===== src/vectored_int_pkg.sv =====
// constants, field layouts and types shared by the vectored interrupt unit
// assumes one 25 MHz system clock and a synchronous active-high reset
package vectored_int_pkg;

  // sources and program memory layout
  localparam int NUM_SRC = 4;
  localparam int PC_W    = 14;
  localparam int OFF_W   = 7;
  localparam int PAGE_W  = PC_W - OFF_W;
  localparam int ROM_WORD_W = 10;
  localparam int CTX_W   = 24;

  localparam logic [PAGE_W-1:0] VEC_PAGE      = 7'h01;
  localparam logic [OFF_W-1:0]  VEC_OFF_EXT   = 7'h00;
  localparam logic [OFF_W-1:0]  VEC_OFF_TMR_A = 7'h04;
  localparam logic [OFF_W-1:0]  VEC_OFF_TMR_B = 7'h06;
  localparam logic [OFF_W-1:0]  VEC_OFF_TMR_C = 7'h08;

  // source index, also the priority rank (lower wins)
  localparam logic [1:0] SRC_EXT   = 2'h0;
  localparam logic [1:0] SRC_TMR_A = 2'h1;
  localparam logic [1:0] SRC_TMR_B = 2'h2;
  localparam logic [1:0] SRC_TMR_C = 2'h3;

  // register bus
  localparam int ADDR_W = 8;
  localparam int DATA_W = 32;
  localparam logic [ADDR_W-1:0] OFS_CTRL_LOW  = 8'h00;
  localparam logic [ADDR_W-1:0] OFS_CTRL_HIGH = 8'h04;
  localparam logic [ADDR_W-1:0] OFS_FLAGS     = 8'h08;
  localparam logic [ADDR_W-1:0] OFS_EV_STAT   = 8'h0C;
  localparam logic [ADDR_W-1:0] OFS_EV_MASK   = 8'h10;
  localparam logic [ADDR_W-1:0] OFS_CONTEXT   = 8'h14;

  // field positions
  localparam int CTRL_W        = 4;
  localparam int LOW_EXT_BIT   = 0;
  localparam int LOW_TMR_A_BIT = 2;
  localparam int LOW_TMR_B_BIT = 3;
  localparam int HIGH_TMR_C_BIT = 0;
  localparam int FLG_W         = 7;
  localparam int FLG_DROP_BIT  = 4;
  localparam int FLG_GIE_BIT   = 5;
  localparam int FLG_EIP_BIT   = 6;
  localparam int EV_W          = 6;
  localparam int EV_TAKEN_BIT  = 4;
  localparam int EV_DROP_BIT   = 5;

  // reset values
  localparam logic [CTRL_W-1:0] CTRL_RST = 4'h0;
  localparam logic [EV_W-1:0]   EV_RST   = 6'h00;

  typedef enum logic [1:0] {
    ST_RUN   = 2'b01,
    ST_ENTRY = 2'b10
  } seq_state_e;

endpackage


===== src/pin_event_sync.sv =====
// three-stage synchroniser with a debounced level and a change pulse
// assumes the pin is asynchronous to clk_i
`timescale 1ns/1ns
module pin_event_sync
  import vectored_int_pkg::*;
(
  // clock and reset
  input  wire logic clk_i,
  input  wire logic srst_i,
  // pin and result
  input  wire logic pin_i,
  output logic      level_o,
  output logic      change_o
);

  logic s1_reg;
  logic s2_reg;
  logic s3_reg;
  logic level_reg;
  logic primed_reg;
  logic [2:0] fill_reg;
  logic agree;

  // first stage feeds the second only
  assign agree    = (s2_reg == s3_reg);
  assign change_o = agree & primed_reg & (s3_reg != level_reg);
  assign level_o  = level_reg;

  always_ff @(posedge clk_i) begin
    if (srst_i) begin
      s1_reg     <= 1'b0;
      s2_reg     <= 1'b0;
      s3_reg     <= 1'b0;
      level_reg  <= 1'b0;
      primed_reg <= 1'b0;
      fill_reg   <= 3'h0;
    end else begin
      s1_reg   <= pin_i;
      s2_reg   <= s1_reg;
      s3_reg   <= s2_reg;
      fill_reg <= {fill_reg[1:0], 1'b1};
      // stages hold reset zeros at first; a high pin would look like a
      // change, so the first real settled level is taken without an event
      if (agree & fill_reg[2]) begin
        level_reg  <= s3_reg;
        primed_reg <= 1'b1;
      end
    end
  end

endmodule


===== src/src_priority_pick.sv =====
// fixed-priority pick over the eligible sources, with vector lookup
// assumes bit 0 is the highest priority source
`timescale 1ns/1ns
module src_priority_pick
  import vectored_int_pkg::*;
(
  // eligible requests
  input  wire logic [NUM_SRC-1:0] elig_i,
  // selection
  output logic                    any_o,
  output logic [NUM_SRC-1:0]      grant_o,
  output logic [OFF_W-1:0]        offset_o
);

  logic [NUM_SRC-1:0] lower_busy;

  genvar g;
  generate
    for (g = 0; g < NUM_SRC; g++) begin : g_pick
      if (g == 0) begin : g_first
        assign lower_busy[g] = 1'b0;
      end else begin : g_rest
        assign lower_busy[g] = lower_busy[g-1] | elig_i[g-1];
      end
      assign grant_o[g] = elig_i[g] & ~lower_busy[g];
    end
  endgenerate

  assign any_o    = |elig_i;
  assign offset_o = grant_o[SRC_EXT]   ? VEC_OFF_EXT :
                    grant_o[SRC_TMR_A] ? VEC_OFF_TMR_A :
                    grant_o[SRC_TMR_B] ? VEC_OFF_TMR_B :
                                         VEC_OFF_TMR_C;

endmodule


===== src/vectored_interrupt_unit.sv =====
// vectored interrupt unit for a 4-bit core: request flags, enables,
// global enable, fixed priority, vector load and context save.
// assumes the sequencer pulses instr_done_i at each instruction boundary
// and then waits one cycle for int_take_o before fetching.
//
// Implementation choices: register access over Wishbone and the address map.
`timescale 1ns/1ns
module vectored_interrupt_unit
  import vectored_int_pkg::*;
(
  // clock and reset
  input  wire logic              clk_i,
  input  wire logic              srst_i,
  // wishbone classic slave
  input  wire logic              wb_cyc_i,
  input  wire logic              wb_stb_i,
  input  wire logic              wb_we_i,
  input  wire logic [ADDR_W-1:0] wb_adr_i,
  input  wire logic [3:0]        wb_sel_i,
  input  wire logic [DATA_W-1:0] wb_dat_i,
  output logic      [DATA_W-1:0] wb_dat_o,
  output logic                   wb_ack_o,
  // event sources
  input  wire logic              ext_event_pin_i,
  input  wire logic              supply_drop_pin_i,
  input  wire logic              tmr_a_underflow_i,
  input  wire logic              tmr_b_underflow_i,
  input  wire logic              tmr_c_underflow_i,
  // instruction sequencer requests
  input  wire logic              instr_done_i,
  input  wire logic              enable_all_instr_i,
  input  wire logic              disable_all_instr_i,
  input  wire logic              skip_test_i,
  input  wire logic [1:0]        skip_src_i,
  input  wire logic              return_from_int_instr_i,
  input  wire logic [PC_W-1:0]   pc_i,
  input  wire logic [CTX_W-1:0]  ctx_i,
  // instruction sequencer answers
  output logic                   int_take_o,
  output logic      [PC_W-1:0]   program_counter_o,
  output logic                   stack_push_o,
  output logic      [PC_W-1:0]   call_stack_entry_o,
  output logic      [CTX_W-1:0]  context_save_reg_o,
  output logic                   ctx_restore_o,
  output logic                   skip_valid_o,
  output logic                   skip_o,
  // interrupt to the host
  output logic                   irq_o
);

  // ---------------------------------------------------------------
  // declarations
  // ---------------------------------------------------------------
  seq_state_e state_reg;
  seq_state_e state_next;

  logic [CTRL_W-1:0]  int_ctrl_low_reg;
  logic [CTRL_W-1:0]  int_ctrl_high_reg;
  logic [NUM_SRC-1:0] flag_reg;
  logic [NUM_SRC-1:0] flag_next;
  logic               drop_flag_reg;
  logic               drop_flag_next;
  logic               global_int_enable_reg;
  logic               global_int_enable_next;
  logic               ei_pend_reg;
  logic               ei_pend_next;
  logic [EV_W-1:0]    ev_stat_reg;
  logic [EV_W-1:0]    ev_stat_next;
  logic [EV_W-1:0]    ev_mask_reg;

  logic               int_take_reg;
  logic [PC_W-1:0]    pc_vec_reg;
  logic               push_reg;
  logic [PC_W-1:0]    ret_addr_reg;
  logic [CTX_W-1:0]   ctx_save_reg;
  logic               restore_reg;
  logic               skip_valid_reg;
  logic               skip_reg;
  logic               irq_reg;
  logic               ack_reg;
  logic [DATA_W-1:0]  dat_reg;

  logic               ext_event_req_flag;
  logic               tmr_a_req_flag;
  logic               tmr_b_req_flag;
  logic               tmr_c_req_flag;

  logic               ext_level;
  logic               ext_change;
  logic               drop_level;

  logic [NUM_SRC-1:0] src_set;
  logic [NUM_SRC-1:0] src_en;
  logic [NUM_SRC-1:0] elig;
  logic [NUM_SRC-1:0] grant;
  logic [NUM_SRC-1:0] take_clr;
  logic [NUM_SRC-1:0] skip_clr;
  logic               any_elig;
  logic [OFF_W-1:0]   vec_off;
  logic [PC_W-1:0]    vec_addr;
  logic               take;
  logic               boundary;
  logic               skip_fire;
  logic               skip_hit;
  logic               drop_clr;
  logic [EV_W-1:0]    ev_set;
  logic [EV_W-1:0]    ev_clr;

  logic               bus_req;
  logic               ack_next;
  logic               wr_commit;
  logic               hit_low;
  logic               hit_high;
  logic               hit_flags;
  logic               hit_stat;
  logic               hit_mask;
  logic               hit_ctx;
  logic [DATA_W-1:0]  rd_mux;
  logic [FLG_W-1:0]   flags_view;

  // ---------------------------------------------------------------
  // source front ends
  // ---------------------------------------------------------------
  pin_event_sync u_ext_sync (
    .clk_i    (clk_i),
    .srst_i   (srst_i),
    .pin_i    (ext_event_pin_i),
    .level_o  (ext_level),
    .change_o (ext_change)
  );

  // supply drop is a level; only its settled value is used
  pin_event_sync u_drop_sync (
    .clk_i    (clk_i),
    .srst_i   (srst_i),
    .pin_i    (supply_drop_pin_i),
    .level_o  (drop_level),
    .change_o ()
  );

  // timers share this clock, so their underflow pulses need no sync
  assign src_set = {tmr_c_underflow_i, tmr_b_underflow_i,
                    tmr_a_underflow_i, ext_change};

  assign src_en = {int_ctrl_high_reg[HIGH_TMR_C_BIT],
                   int_ctrl_low_reg[LOW_TMR_B_BIT],
                   int_ctrl_low_reg[LOW_TMR_A_BIT],
                   int_ctrl_low_reg[LOW_EXT_BIT]};

  assign ext_event_req_flag = flag_reg[SRC_EXT];
  assign tmr_a_req_flag     = flag_reg[SRC_TMR_A];
  assign tmr_b_req_flag     = flag_reg[SRC_TMR_B];
  assign tmr_c_req_flag     = flag_reg[SRC_TMR_C];

  // ---------------------------------------------------------------
  // acceptance and priority
  // ---------------------------------------------------------------
  assign elig = flag_reg & src_en;

  src_priority_pick u_pick (
    .elig_i   (elig),
    .any_o    (any_elig),
    .grant_o  (grant),
    .offset_o (vec_off)
  );

  assign vec_addr = {VEC_PAGE, vec_off};
  assign boundary = instr_done_i & (state_reg == ST_RUN);

  // a disable-all finishing at this boundary already blocks the take
  assign take = boundary & global_int_enable_reg & any_elig
              & ~disable_all_instr_i;

  assign take_clr = grant & {NUM_SRC{take}};

  // skip tests only count for sources left to polling
  assign skip_fire = boundary & skip_test_i;
  assign skip_hit  = flag_reg[skip_src_i] & ~src_en[skip_src_i];

  genvar g;
  generate
    for (g = 0; g < NUM_SRC; g++) begin : g_flag
      assign skip_clr[g] = skip_fire & (skip_src_i == 2'(g))
                         & ~src_en[g];
      // a new event in the clearing cycle wins
      assign flag_next[g] = src_set[g]
                          | (flag_reg[g] & ~(take_clr[g] | skip_clr[g]));
    end
  endgenerate

  // ---------------------------------------------------------------
  // supply-drop flag: polled through the flags register
  // ---------------------------------------------------------------
  assign drop_clr = wr_commit & hit_flags & wb_dat_i[FLG_DROP_BIT];
  assign drop_flag_next = drop_level
                        | (drop_flag_reg & ~drop_clr);

  // ---------------------------------------------------------------
  // global enable with one-instruction delay on enable-all
  // ---------------------------------------------------------------
  assign global_int_enable_next =
      take                               ? 1'b0 :
      (boundary & disable_all_instr_i)   ? 1'b0 :
      (boundary & enable_all_instr_i)    ? global_int_enable_reg :
      (boundary & ei_pend_reg)           ? 1'b1 :
                                           global_int_enable_reg;

  assign ei_pend_next =
      take                               ? 1'b0 :
      (boundary & disable_all_instr_i)   ? 1'b0 :
      (boundary & enable_all_instr_i)    ? 1'b1 :
      boundary                           ? 1'b0 :
                                           ei_pend_reg;

  // ---------------------------------------------------------------
  // entry sequencing
  // ---------------------------------------------------------------
  always_comb begin
    case (state_reg)
      ST_RUN: begin
        state_next = take ? ST_ENTRY : ST_RUN;
      end
      ST_ENTRY: begin
        state_next = ST_RUN;
      end
      default: begin
        state_next = ST_RUN;
      end
    endcase
  end

  // ---------------------------------------------------------------
  // event status, mask and interrupt line
  // ---------------------------------------------------------------
  assign ev_set = {drop_level & ~drop_flag_reg, take, src_set};
  assign ev_clr = (wr_commit & hit_stat) ? wb_dat_i[EV_W-1:0] : EV_RST;
  assign ev_stat_next = ev_set | (ev_stat_reg & ~ev_clr);

  // ---------------------------------------------------------------
  // wishbone decode
  // ---------------------------------------------------------------
  assign bus_req   = wb_cyc_i & wb_stb_i;
  assign ack_next  = bus_req & ~ack_reg;
  // writes land on the edge where the master sees ack
  assign wr_commit = bus_req & wb_we_i & ack_reg & wb_sel_i[0];

  assign hit_low   = (wb_adr_i == OFS_CTRL_LOW);
  assign hit_high  = (wb_adr_i == OFS_CTRL_HIGH);
  assign hit_flags = (wb_adr_i == OFS_FLAGS);
  assign hit_stat  = (wb_adr_i == OFS_EV_STAT);
  assign hit_mask  = (wb_adr_i == OFS_EV_MASK);
  assign hit_ctx   = (wb_adr_i == OFS_CONTEXT);

  assign flags_view = {ei_pend_reg, global_int_enable_reg, drop_flag_reg,
                       tmr_c_req_flag, tmr_b_req_flag, tmr_a_req_flag,
                       ext_event_req_flag};

  assign rd_mux =
      hit_low   ? {{(DATA_W-CTRL_W){1'b0}}, int_ctrl_low_reg}  :
      hit_high  ? {{(DATA_W-CTRL_W){1'b0}}, int_ctrl_high_reg} :
      hit_flags ? {{(DATA_W-FLG_W){1'b0}}, flags_view}         :
      hit_stat  ? {{(DATA_W-EV_W){1'b0}}, ev_stat_reg}         :
      hit_mask  ? {{(DATA_W-EV_W){1'b0}}, ev_mask_reg}         :
      hit_ctx   ? {{(DATA_W-CTX_W){1'b0}}, ctx_save_reg}       :
                  {DATA_W{1'b0}};

  // ---------------------------------------------------------------
  // registers
  // ---------------------------------------------------------------
  always_ff @(posedge clk_i) begin
    if (srst_i) begin
      state_reg             <= ST_RUN;
      flag_reg              <= {NUM_SRC{1'b0}};
      drop_flag_reg         <= 1'b0;
      global_int_enable_reg <= 1'b0;
      ei_pend_reg           <= 1'b0;
    end else begin
      state_reg             <= state_next;
      flag_reg              <= flag_next;
      drop_flag_reg         <= drop_flag_next;
      global_int_enable_reg <= global_int_enable_next;
      ei_pend_reg           <= ei_pend_next;
    end
  end

  always_ff @(posedge clk_i) begin
    if (srst_i) begin
      int_ctrl_low_reg  <= CTRL_RST;
      int_ctrl_high_reg <= CTRL_RST;
      ev_stat_reg       <= EV_RST;
      ev_mask_reg       <= EV_RST;
    end else begin
      if (wr_commit & hit_low) begin
        int_ctrl_low_reg <= wb_dat_i[CTRL_W-1:0];
      end
      if (wr_commit & hit_high) begin
        int_ctrl_high_reg <= wb_dat_i[CTRL_W-1:0];
      end
      if (wr_commit & hit_mask) begin
        ev_mask_reg <= wb_dat_i[EV_W-1:0];
      end
      ev_stat_reg <= ev_stat_next;
    end
  end

  // entry outputs: vector, stack push and context capture together
  always_ff @(posedge clk_i) begin
    if (srst_i) begin
      int_take_reg <= 1'b0;
      push_reg     <= 1'b0;
      pc_vec_reg   <= {PC_W{1'b0}};
      ret_addr_reg <= {PC_W{1'b0}};
      ctx_save_reg <= {CTX_W{1'b0}};
    end else begin
      int_take_reg <= take;
      push_reg     <= take;
      if (take) begin
        pc_vec_reg   <= vec_addr;
        ret_addr_reg <= pc_i;
        ctx_save_reg <= ctx_i;
      end
    end
  end

  always_ff @(posedge clk_i) begin
    if (srst_i) begin
      restore_reg    <= 1'b0;
      skip_valid_reg <= 1'b0;
      skip_reg       <= 1'b0;
      irq_reg        <= 1'b0;
      ack_reg        <= 1'b0;
      dat_reg        <= {DATA_W{1'b0}};
    end else begin
      restore_reg    <= boundary & return_from_int_instr_i;
      skip_valid_reg <= skip_fire;
      skip_reg       <= skip_fire & skip_hit;
      irq_reg        <= |(ev_stat_next & ev_mask_reg);
      ack_reg        <= ack_next;
      dat_reg        <= ack_next ? rd_mux : {DATA_W{1'b0}};
    end
  end

  assign int_take_o         = int_take_reg;
  assign program_counter_o  = pc_vec_reg;
  assign stack_push_o       = push_reg;
  assign call_stack_entry_o = ret_addr_reg;
  assign context_save_reg_o = ctx_save_reg;
  assign ctx_restore_o      = restore_reg;
  assign skip_valid_o       = skip_valid_reg;
  assign skip_o             = skip_reg;
  assign irq_o              = irq_reg;
  assign wb_ack_o           = ack_reg;
  assign wb_dat_o           = dat_reg;

endmodule


===== config.mk =====
export PLATFORM = sky130hd
export DESIGN_NAME = vectored_interrupt_unit
export DESIGN_NICKNAME = d
export VERILOG_FILES = /design/src/vectored_int_pkg.sv /design/src/pin_event_sync.sv /design/src/src_priority_pick.sv /design/src/vectored_interrupt_unit.sv
export SDC_FILE = /design/constraint.sdc
export NUM_CORES = 1
export LEC_CHECK = 0
export ABC_CLOCK_PERIOD_IN_PS = 3200
export BUFFER_PORTS_ARGS = -buffer_cell sky130_fd_sc_hd__buf_2
export CAP_MARGIN = 20
export CORE_MARGIN = 2
export CORE_UTILIZATION = 51
export DETAILED_ROUTE_END_ITERATION = 10
export PLACE_DENSITY = 0.85
export SLEW_MARGIN = 5
export SYNTH_ARGS = -nofsm -noshare
export SYNTH_HDL_FRONTEND = slang
export SYNTH_SLANG_ARGS = --single-unit

===== constraint.sdc =====
create_clock -name clk_i -period 3.2 [get_ports clk_i]
set_input_delay 0.16 -clock clk_i [delete_from_list [all_inputs] [get_ports clk_i]]
set_output_delay 0.16 -clock clk_i [all_outputs]
set_load 0.05 [all_outputs]

==> impl_metrics.env, run 1 <==
export IMPL_grt_first_pass_wirelength_mm=20.13
export IMPL_synth_cells=516
export IMPL_ys_seq_elements=113
export IMPL_synth_flop_cell="dfxtp_1"
export IMPL_slew_headroom_pct=39.82
export IMPL_arrival_ns=2.55
export IMPL_drive_gt1_share_pct=26.53
export IMPL_num_rows=33
export IMPL_path_max_fanout=15
export IMPL_ctsHtreeMaxLevel=4
export IMPL_synth_cell_area_um2=4410
export IMPL_powerDensity_nw_per_um2=561.2
export IMPL_crit_type="reg2reg"
export IMPL_post_synth_top_count_cell="nand2_1"
export IMPL_die_area_um2=9408
export IMPL_syn_to_final_growth_pct=41.16
export IMPL_die_y_um=97.00
export IMPL_cts_num_sinks=113
export IMPL_tns_ns=0
export IMPL_diodes=0
export IMPL_p_leak_nw=2.670
export IMPL_worst_pin_slew_ns=0.8978
export IMPL_crit_start="int_ctrl_low_reg[2]"
export IMPL_placed_cells=740
export IMPL_yosysTopAreaCell="dfxtp_1"
export IMPL_seq_area_frac_synth_pct=51.29
export IMPL_fin_cells=825
export IMPL_top_layer="met4"
export IMPL_avgRoutedWirePerCell_um=15.11
export IMPL_synth_edf_count=0
export IMPL_yosys_warnings=0
export IMPL_drc=0
export IMPL_synth_top_area_share_pct=51.29
export IMPL_synth_compound_area_share_pct=14.33
export IMPL_synth_simple_area_share_pct=24.85
export IMPL_cp_data_required_time_ns=3.61
export IMPL_endpoint_kind="flip-flop"
export IMPL_synth_mux_area_share_pct=2.383
export IMPL_clk_latency_ns=0.50
export IMPL_ir_drop_v=0.0004817
export IMPL_drt_met1_wl_mm=4.865
export IMPL_grt_pass1_vias=4242
export IMPL_hpwl_mm=8.044
export IMPL_grt_max_degree=86
export IMPL_io_buffers=142
export IMPL_gp_congestion=0.8473
export IMPL_dieWidth_um=97.00
export IMPL_yosys_area_share_xor_xnor_pct=0.1986
export IMPL_fmax_mhz=468.4
export IMPL_finish_net_count=806
export IMPL_dp_slack_ns=1.039
export IMPL_met2_length_mm=6.177
export IMPL_clockBufferDepth=2
export IMPL_synthAdderAreaFrac_pct=0
export IMPL_synth_top_family_by_area="simple AND/OR/NAND/NOR gates"
export IMPL_startpoint_type="flip-flop"
export IMPL_ys_types=48
export IMPL_start_util_pct=53.14
export IMPL_cts_buffers=17
export IMPL_setup_violations_final=0
export IMPL_final_period_utilization_pct=66.71
export IMPL_core_area_um2=8299
export IMPL_path_clk_slew_ns=0.06
export IMPL_grt_usage_pct=26.41
export IMPL_setup_slack_ns=1.065
export IMPL_viasPerCell=5.341
export IMPL_min_from="disable_all_instr_i"
export IMPL_drv_slew=0
export IMPL_timing_final_crit_period_ns=2.135
export IMPL_tritoncts="yes"
export IMPL_final_antenna_net_count=0
export IMPL_avgSynthCellArea_um2=8.547
export IMPL_rsz0062_at_grt="false"
export IMPL_finClkSkew_ns=0.007316
export IMPL_ys_top_cells_by_area="dfxtp_1, nand2_1, a21oi_1"
export IMPL_async_flop_share_pct=0
export IMPL_status="finished clean"
export IMPL_min_path_type="in2reg"
export IMPL_dr_total_vias=4406
export IMPL_hold_viol_final=0
export IMPL_r2r_start="int_ctrl_low_reg[2]"
export IMPL_pin_count=190
export IMPL_synth_common_cells="nand2_1, dfxtp_1, a21oi_1"
export IMPL_drv_cap=0
export IMPL_holdWs_ns=0.05610
export IMPL_cts_resized_gates=0
export IMPL_drt_iter0_drc=327
export IMPL_wl_met3_mm=1.058
export IMPL_grt_overflow=0
export IMPL_root_buffer="clkbuf_8"
export IMPL_drt_pass1_iterations=5
export IMPL_antenna_found_initial=0
export IMPL_drt_total_wl_mm=12.46
per-layer routing:
metal / up-vias / GRT usage (%)
met4: 0 / 11.38
met1: 2014 / 30.56
met5: - / 0
met3: 33 / 7.370
li1: 2106 / -
met2: 253 / 45.62
cell families after synthesis:
| group | count (synthesis) |
|---|---|
| and+or+nand+nor | 226 |
| DFF | 113 |
| AOI/OAI and AO/OA | 109 |
| buffers and inverters | 56 |
| muxes | 10 |
| xor gates and xnor gates | 1 |
| other | 1 |
power by group:
part	switching [W]	internal, W	total [W]
Clock	0.000704	0.00113	0.00184
Combinational	0.000132	0.0000950	0.000227
Sequential	0.0000101	0.00142	0.00143
Total	0.000846	0.00265	0.00349
critical path, stage by stage (launching register included):
cell and delay (ns):
dfxtp_1 0.49, a222oi_1 0.21, a211oi_4 0.64, buf_4 0.34
o21ai_0 0.15, a41oi_1 0.21
final cells by class:
| class | count | area (µm²) |
|---|---|---|
| clock buffers | 17 | 414.1 |
| fillers | 576 | 2073 |
| inverters | 9 | 33.78 |
| repair buffers | 202 | 1294 |
| clock inverters | 15 | 173.9 |
| flip-flops and latches | 113 | 2262 |
| multi-input cells | 364 | 1917 |
| well taps | 105 | 131.4 |
final timing paths:
path,to,slack (ns),cells past startpoint
worst max register to register,irq_o,1.07,5
worst min-delay path,global_int_enable_reg,0.06,4
worst min register to register,u_ext_sync.s2_reg,0.44,1
worst max-delay path,irq_o,1.07,5
what timing repair did:
item                                   4_1_cts  5_1_grt
endpoints found under the hold margin       65        0
buffers inserted                             0        0
hold buffers                                53        0
through the flow:
| step | util [%] | total power, W | area (µm²) |
|---|---|---|---|
| after global placement | 61.54 | 0.001629 | 5107 |
| after detailed placement | 61.54 | 0.001633 | 5107 |
| after CTS | 75.02 | 0.003511 | 6226 |
| after floorplan | - | 0.001585 | 4474 |
| after global routing | 75.02 | 0.003607 | 6226 |
| final | 75.02 | 0.003494 | 6226 |
cells in the final DEF (no fill, tap or decap), drive strengths merged, types with 2 or more instances in the layout:
| cell type | Yosys | final |
|---|---|---|
| buf | 30 | 149 |
| nand2 | 115 | 115 |
| dfxtp | 113 | 113 |
| a21oi | 68 | 68 |
| dlygate4sd3 | 0 | 53 |
| nand3 | 22 | 22 |
| nor2 | 21 | 21 |
| and2 | 18 | 18 |
| conb | 1 | 18 |
| clkbuf | 17 | 17 |
| inv | 9 | 16 |
| nor3 | 14 | 14 |
| nor2b | 9 | 9 |
| o21ai | 8 | 8 |
| nand2b | 7 | 7 |
| a31oi | 7 | 7 |
| mux2i | 6 | 6 |
| a22oi | 6 | 6 |
| nor3b | 6 | 6 |
| clkinv | 0 | 5 |
| o22ai | 4 | 4 |
| mux2 | 4 | 4 |
| nor4 | 2 | 2 |
| and3b | 2 | 2 |
| o211ai | 2 | 2 |
| nand4 | 2 | 2 |
| and3 | 2 | 2 |
| a311oi | 2 | 2 |
| o21a | 2 | 2 |
| a21o | 2 | 2 |
| bufinv | 0 | 2 |
| or4 | 2 | 2 |
Power figures use the tool's default switching activity.
==> inputs of run 2 (changes only) <==
- ABC_CLOCK_PERIOD_IN_PS: 3200 -> 1900
- CORE_UTILIZATION: 51 -> 43
- PLACE_DENSITY: 0.85 -> 0.76
- clock period: 3.2 -> 1.9 ns (I/O delays scaled with it)
==> impl_metrics.env, run 2 (synthesis gave the netlist of run 1 again) <==
export IMPL_status="finished clean"
export IMPL_rsz0062_at_grt="false"
export IMPL_drive_gt1_share_pct=28.72
export IMPL_drt_iter0_drc=229
export IMPL_p_leak_nw=2.792
export IMPL_arrival_ns=2.15
export IMPL_crit_start="state_reg[1]"
export IMPL_min_to="wb_dat_o[6]"
export IMPL_final_antenna_net_count=0
export IMPL_startpoint_type="flip-flop"
export IMPL_ctsHtreeMaxLevel=4
export IMPL_final_period_utilization_pct=90.63
export IMPL_tritoncts="yes"
export IMPL_cts_num_sinks=113
export IMPL_start_util_pct=44.71
export IMPL_reg2reg_slack_ns=0.18
export IMPL_pwr_share_clk_pct=52.2
export IMPL_drt_pass1_iterations=5
export IMPL_grt_util_met2_pct=40.69
export IMPL_cp_data_required_time_ns=2.32
export IMPL_viasPerCell=5.044
export IMPL_dieWidth_um=105.3
export IMPL_setup_violations_final=0
export IMPL_placed_cells=791
export IMPL_drt_total_wl_mm=12.98
export IMPL_grt_max_degree=86
export IMPL_min_from="wb_adr_i[2]"
export IMPL_diodes=0
export IMPL_root_buffer="clkbuf_8"
export IMPL_cts_buffers=17
export IMPL_grt_usage_pct=23.53
export IMPL_dr_total_vias=4429
export IMPL_gp_congestion=0.9463
export IMPL_total_power_w=0.005893
export IMPL_drc=0
export IMPL_reg2reg_to="global_int_enable_reg"
export IMPL_power_internal_w=0.004556
export IMPL_grt_overflow=0
export IMPL_antenna_found_initial=0
export IMPL_cpPeakStageDelay_ns=0.57
export IMPL_pin_count=190
export IMPL_min_path_type="in2reg"
export IMPL_swShare_pct=22.70
export IMPL_layout_commonest_cell="buf_2"
export IMPL_setup_slack_ns=0.1781
export IMPL_r2r_start="state_reg[1]"
export IMPL_finish_net_count=831
export IMPL_num_rows=36
export IMPL_finClkSkew_ns=0.005446
export IMPL_avgRoutedWirePerCell_um=14.79
export IMPL_fmax_mhz=580.8
export IMPL_layout_common_cells="buf_2, nand2_1, dfxtp_1"
export IMPL_grt_first_pass_wirelength_mm=20.88
export IMPL_switchingPower_w=0.001338
export IMPL_cpMaxStageDelayCell="dlygate4sd3_1"
export IMPL_crit_chain="nand3b_1 -> nor3b_1 -> o22ai_1 -> dlygate4sd3_1 -> nor3_1"
export IMPL_die_area_um2=11080
export IMPL_grt_pass1_vias=4397
export IMPL_busiest_layer="met2"
export IMPL_syn_to_final_growth_pct=47.09
export IMPL_drv_slew=0
export IMPL_clk_latency_ns=0.50
export IMPL_io_buffers=142
export IMPL_tns_ns=0
export IMPL_utilization_pct=65.77
export IMPL_ir_drop_v=0.0005321
export IMPL_crit_type="reg2reg"
export IMPL_p_seq_share_pct=40.9
export IMPL_powerDensity_nw_per_um2=908.4
export IMPL_path_clk_slew_ns=0.06
export IMPL_dp_slack_ns=0.02462
export IMPL_grt_use_met3_pct=5.380
export IMPL_grt_use_met1_pct=27.54
export IMPL_fin_cells=878
export IMPL_power_frac_comb_pct=6.9
export IMPL_timing_final_crit_period_ns=1.722
export IMPL_clockBufferDepth=2
export IMPL_endpoint_kind="flip-flop"
export IMPL_die_y_um=105.3
export IMPL_hold_viol_final=0
export IMPL_hpwl_mm=8.535
export IMPL_ff2ff_path_depth=5
export IMPL_holdPathStages=3
export IMPL_path_max_fanout=6
export IMPL_drv_cap=0
export IMPL_core_area_um2=9864
==> run 2: changes by cell type in the layout (fill, tap and decap cells not counted), moves of 3 or more <==
cell        change
buf_12          +3
buf_4          +20
clkinv_2        +3
clkinv_4        -3
clkinvlp_4      +4
inv_6           -4
==> run 2: power by group through the flow <==
stage               combinational, W  clock [W]  sequential, W
floorplan                   0.000201          0        0.00247
global placement            0.000303          0        0.00246
detailed placement          0.000307          0        0.00246
CTS                         0.000394    0.00313        0.00241
global route                0.000429    0.00325        0.00241
finish                      0.000404    0.00308        0.00241
==> run 2: worst max path at each step <==
stage | cells after the start | end | slack (ns)
4_1_cts | 5 | global_int_enable_reg | 0.20
3_3_place_gp | 8 | irq_o | 0.05
3_5_place_dp | 7 | irq_o | 0.02
5_1_grt | 5 | global_int_enable_reg | 0.06
2_1_floorplan | 6 | irq_o | 0.12
6_report | 5 | global_int_enable_reg | 0.18
==> run 2: worst max-delay path, delay by kind of cell (launching register included) <==
| family | cells | cell delay, ns |
|---|---|---|
| and+or+nand+nor | 3 | 0.67 |
| buffers and inverters | 1 | 0.57 |
| DFF | 1 | 0.30 |
| AOI/OAI and AO/OA | 1 | 0.11 |
==> run 2: per-stage QoR <==
step,instance area [µm²],hold slack [ns]
2_1_floorplan,4476,0.1803
3_3_place_gp,5354,0.3095
3_5_place_dp,5354,0.3096
4_1_cts,6487,0.01453
5_1_grt,6487,0.06388
6_report,6487,0.03932
==> run 2: area by class of cell <==
class / instances / area [µm²]
Inverter: 9 / 33.78
Sequential cell: 113 / 2263
Multi-Input combinational cell: 364 / 1917
Clock buffer: 18 / 417.9
Clock inverter: 14 / 165.2
Tap cell: 133 / 166.4
Timing Repair Buffer: 227 / 1524
Fill cell: 798 / 3377
==> run 2: what timing repair did <==
item | in CTS | in global routing
hold buffers | 55 | 0
endpoints found under the hold margin | 68 | 0
resized for setup | 0 | 0
buffers inserted | 0 | 0
==> run 2: metal layers <==
| metal | vias to the layer above | part of all wire (%) |
|---|---|---|
| met1 | 2062 | 41 |
| li1 | 2151 | - |
| met4 | 0 | 2.6 |
| met5 | - | 0 |
| met2 | 190 | 50 |
| met3 | 26 | 6.7 |
==> inputs of run 3 (changes only) <==
- REMOVE_ABC_BUFFERS: unset -> 1
==> impl_metrics.env, run 3 (synthesis gave the netlist of run 1 again) <==
export IMPL_grt_usage_pct=23.37
export IMPL_startpoint_type="flip-flop"
export IMPL_root_buffer="clkbuf_8"
export IMPL_drt_total_wl_mm=12.76
export IMPL_cpPeakStageDelay_ns=0.35
export IMPL_core_area_um2=9864
export IMPL_clockBufferDepth=2
export IMPL_finClkSkew_ns=0.007185
export IMPL_drive_gt1_share_pct=28.53
export IMPL_grt_first_pass_wirelength_mm=20.54
export IMPL_powerDensity_nw_per_um2=905.6
export IMPL_finish_net_count=829
export IMPL_hpwl_mm=8.581
export IMPL_p_leak_nw=2.789
export IMPL_drt_pass1_iterations=5
export IMPL_final_period_utilization_pct=92.16
export IMPL_hold_viol_final=0
export IMPL_drv_cap=0
export IMPL_crit_type="reg2reg"
export IMPL_die_area_um2=11080
export IMPL_drv_slew=0
export IMPL_ctsHtreeMaxLevel=4
export IMPL_clk_latency_ns=0.52
export IMPL_syn_to_final_growth_pct=46.81
export IMPL_drt_iter0_drc=328
export IMPL_io_buffers=142
export IMPL_fmax_mhz=571.1
export IMPL_endpoint_kind="flip-flop"
export IMPL_path_buf_inv=1
export IMPL_grt_overflow=0
export IMPL_status="finished clean"
export IMPL_drc=0
export IMPL_path_max_fanout=7
export IMPL_avgRoutedWirePerCell_um=14.56
export IMPL_timing_final_crit_period_ns=1.751
export IMPL_start_util_pct=44.71
export IMPL_grt_max_degree=86
export IMPL_ir_drop_v=0.0005048
export IMPL_tritoncts="yes"
export IMPL_viasPerCell=4.974
export IMPL_antenna_found_initial=0
export IMPL_cpMaxStageDelayCell="dfxtp_1"
export IMPL_crit_chain="nand4_1 -> nor4_4 -> buf_4 -> nand3_1 -> a311oi_1 -> a41oi_1"
export IMPL_cts_resized_gates=0
export IMPL_dieWidth_um=105.3
export IMPL_cts_buffers=17
export IMPL_rsz0062_at_grt="false"
export IMPL_setup_violations_final=0
export IMPL_diodes=0
export IMPL_die_y_um=105.3
export IMPL_layout_common_cells="buf_2, nand2_1, dfxtp_1"
export IMPL_cp_data_required_time_ns=2.28
export IMPL_arrival_ns=2.13
export IMPL_dr_total_vias=4357
export IMPL_path_clk_slew_ns=0.06
export IMPL_layout_commonest_cell="buf_2"
export IMPL_min_path_type="in2reg"
export IMPL_gp_congestion=0.8794
export IMPL_final_antenna_net_count=0
export IMPL_path_delay_family="simple AND/OR/NAND/NOR gates"
export IMPL_cts_num_sinks=113
export IMPL_holdWs_ns=0.04456
export IMPL_nFillCells=778
export IMPL_num_rows=36
export IMPL_pin_count=190
export IMPL_grt_pass1_vias=4330
export IMPL_utilization_pct=65.64
## run 3: cell types whose count changed in the layout (fill, tap and decap cells not counted), moves of 2 or more
cell	change
buf_4	-3
bufinv_16	-2
clkinv_2	-4
clkinvlp_4	-3
inv_6	+6
inv_8	+4
## run 3: final timing paths
check / startpoint / end / slack, ns / cells past startpoint
min: disable_all_instr_i / ei_pend_reg / 0.04 / 5
max: wb_ack_o / irq_o / 0.15 / 6
max reg2reg: wb_ack_o / irq_o / 0.15 / 6
min reg2reg: u_ext_sync.fill_reg[1] / u_ext_sync.fill_reg[2] / 0.43 / 1
## run 3: per-layer routing
metal | global-route usage (%) | vias to the layer above | part of all wire [%]
met5 | 0 | - | 0
met4 | 11.71 | 0 | 3.3
met3 | 5.751 | 39 | 5.2
met2 | 38.53 | 154 | 49
met1 | 28.32 | 2012 | 42
li1 | - | 2152 | -
## run 3: where the power goes
part | total [W] | leakage [nW] | switching, W | internal (W)
logic | 0.000406 | 1.60 | 0.000230 | 0.000175
clock network | 0.00305 | 0.279 | 0.00125 | 0.00180
registers | 0.00241 | 0.914 | 0.0000145 | 0.00239
total | 0.00586 | 2.79 | 0.00150 | 0.00436
## run 3: timing repair
item / 4_1_cts / 5_1_grt
hold buffers: 55 / 0
setup endpoints to repair: 0 / 1
hold endpoints to repair: 69 / 0
buffers inserted: 0 / 1
## run 3: cell type report
type | count | area, µm² | area share (%)
flip-flops and latches | 113 | 2262 | 34.94
multi-input cells | 364 | 1917 | 29.60
repair buffers | 225 | 1521 | 23.50
clock buffers | 17 | 414.1 | 6.396
well taps | 133 | 166.4 | 2.570
clock inverters | 15 | 160.2 | 2.473
inverters | 9 | 33.78 | 0.5217
## run 3: per-stage QoR
| stage | setup TNS, ns | total power [W] | cell area [µm²] | cells | worst slack [ns] |
|---|---|---|---|---|---|
| 2_1_floorplan | -22.56 | 0.002604 | 4205 | 486 | -0.6523 |
| 3_3_place_gp | 0 | 0.002764 | 5343 | 788 | 0.009332 |
| 3_5_place_dp | -0.05263 | 0.002771 | 5343 | 788 | -0.05263 |
| 4_1_cts | 0 | 0.005927 | 6467 | 875 | 0.1370 |
| 5_1_grt | 0 | 0.006077 | 6475 | 876 | 0.03374 |
| 6_report | 0 | 0.005864 | 6475 | 876 | 0.1490 |
## run 3: worst reg2reg max path, delay by kind of cell (launching register included)
family,cells,cell delay [ns]
AOI/OAI and AO/OA,2,0.42
buffers and inverters,1,0.18
DFF,1,0.35
and+or+nand+nor,3,0.67
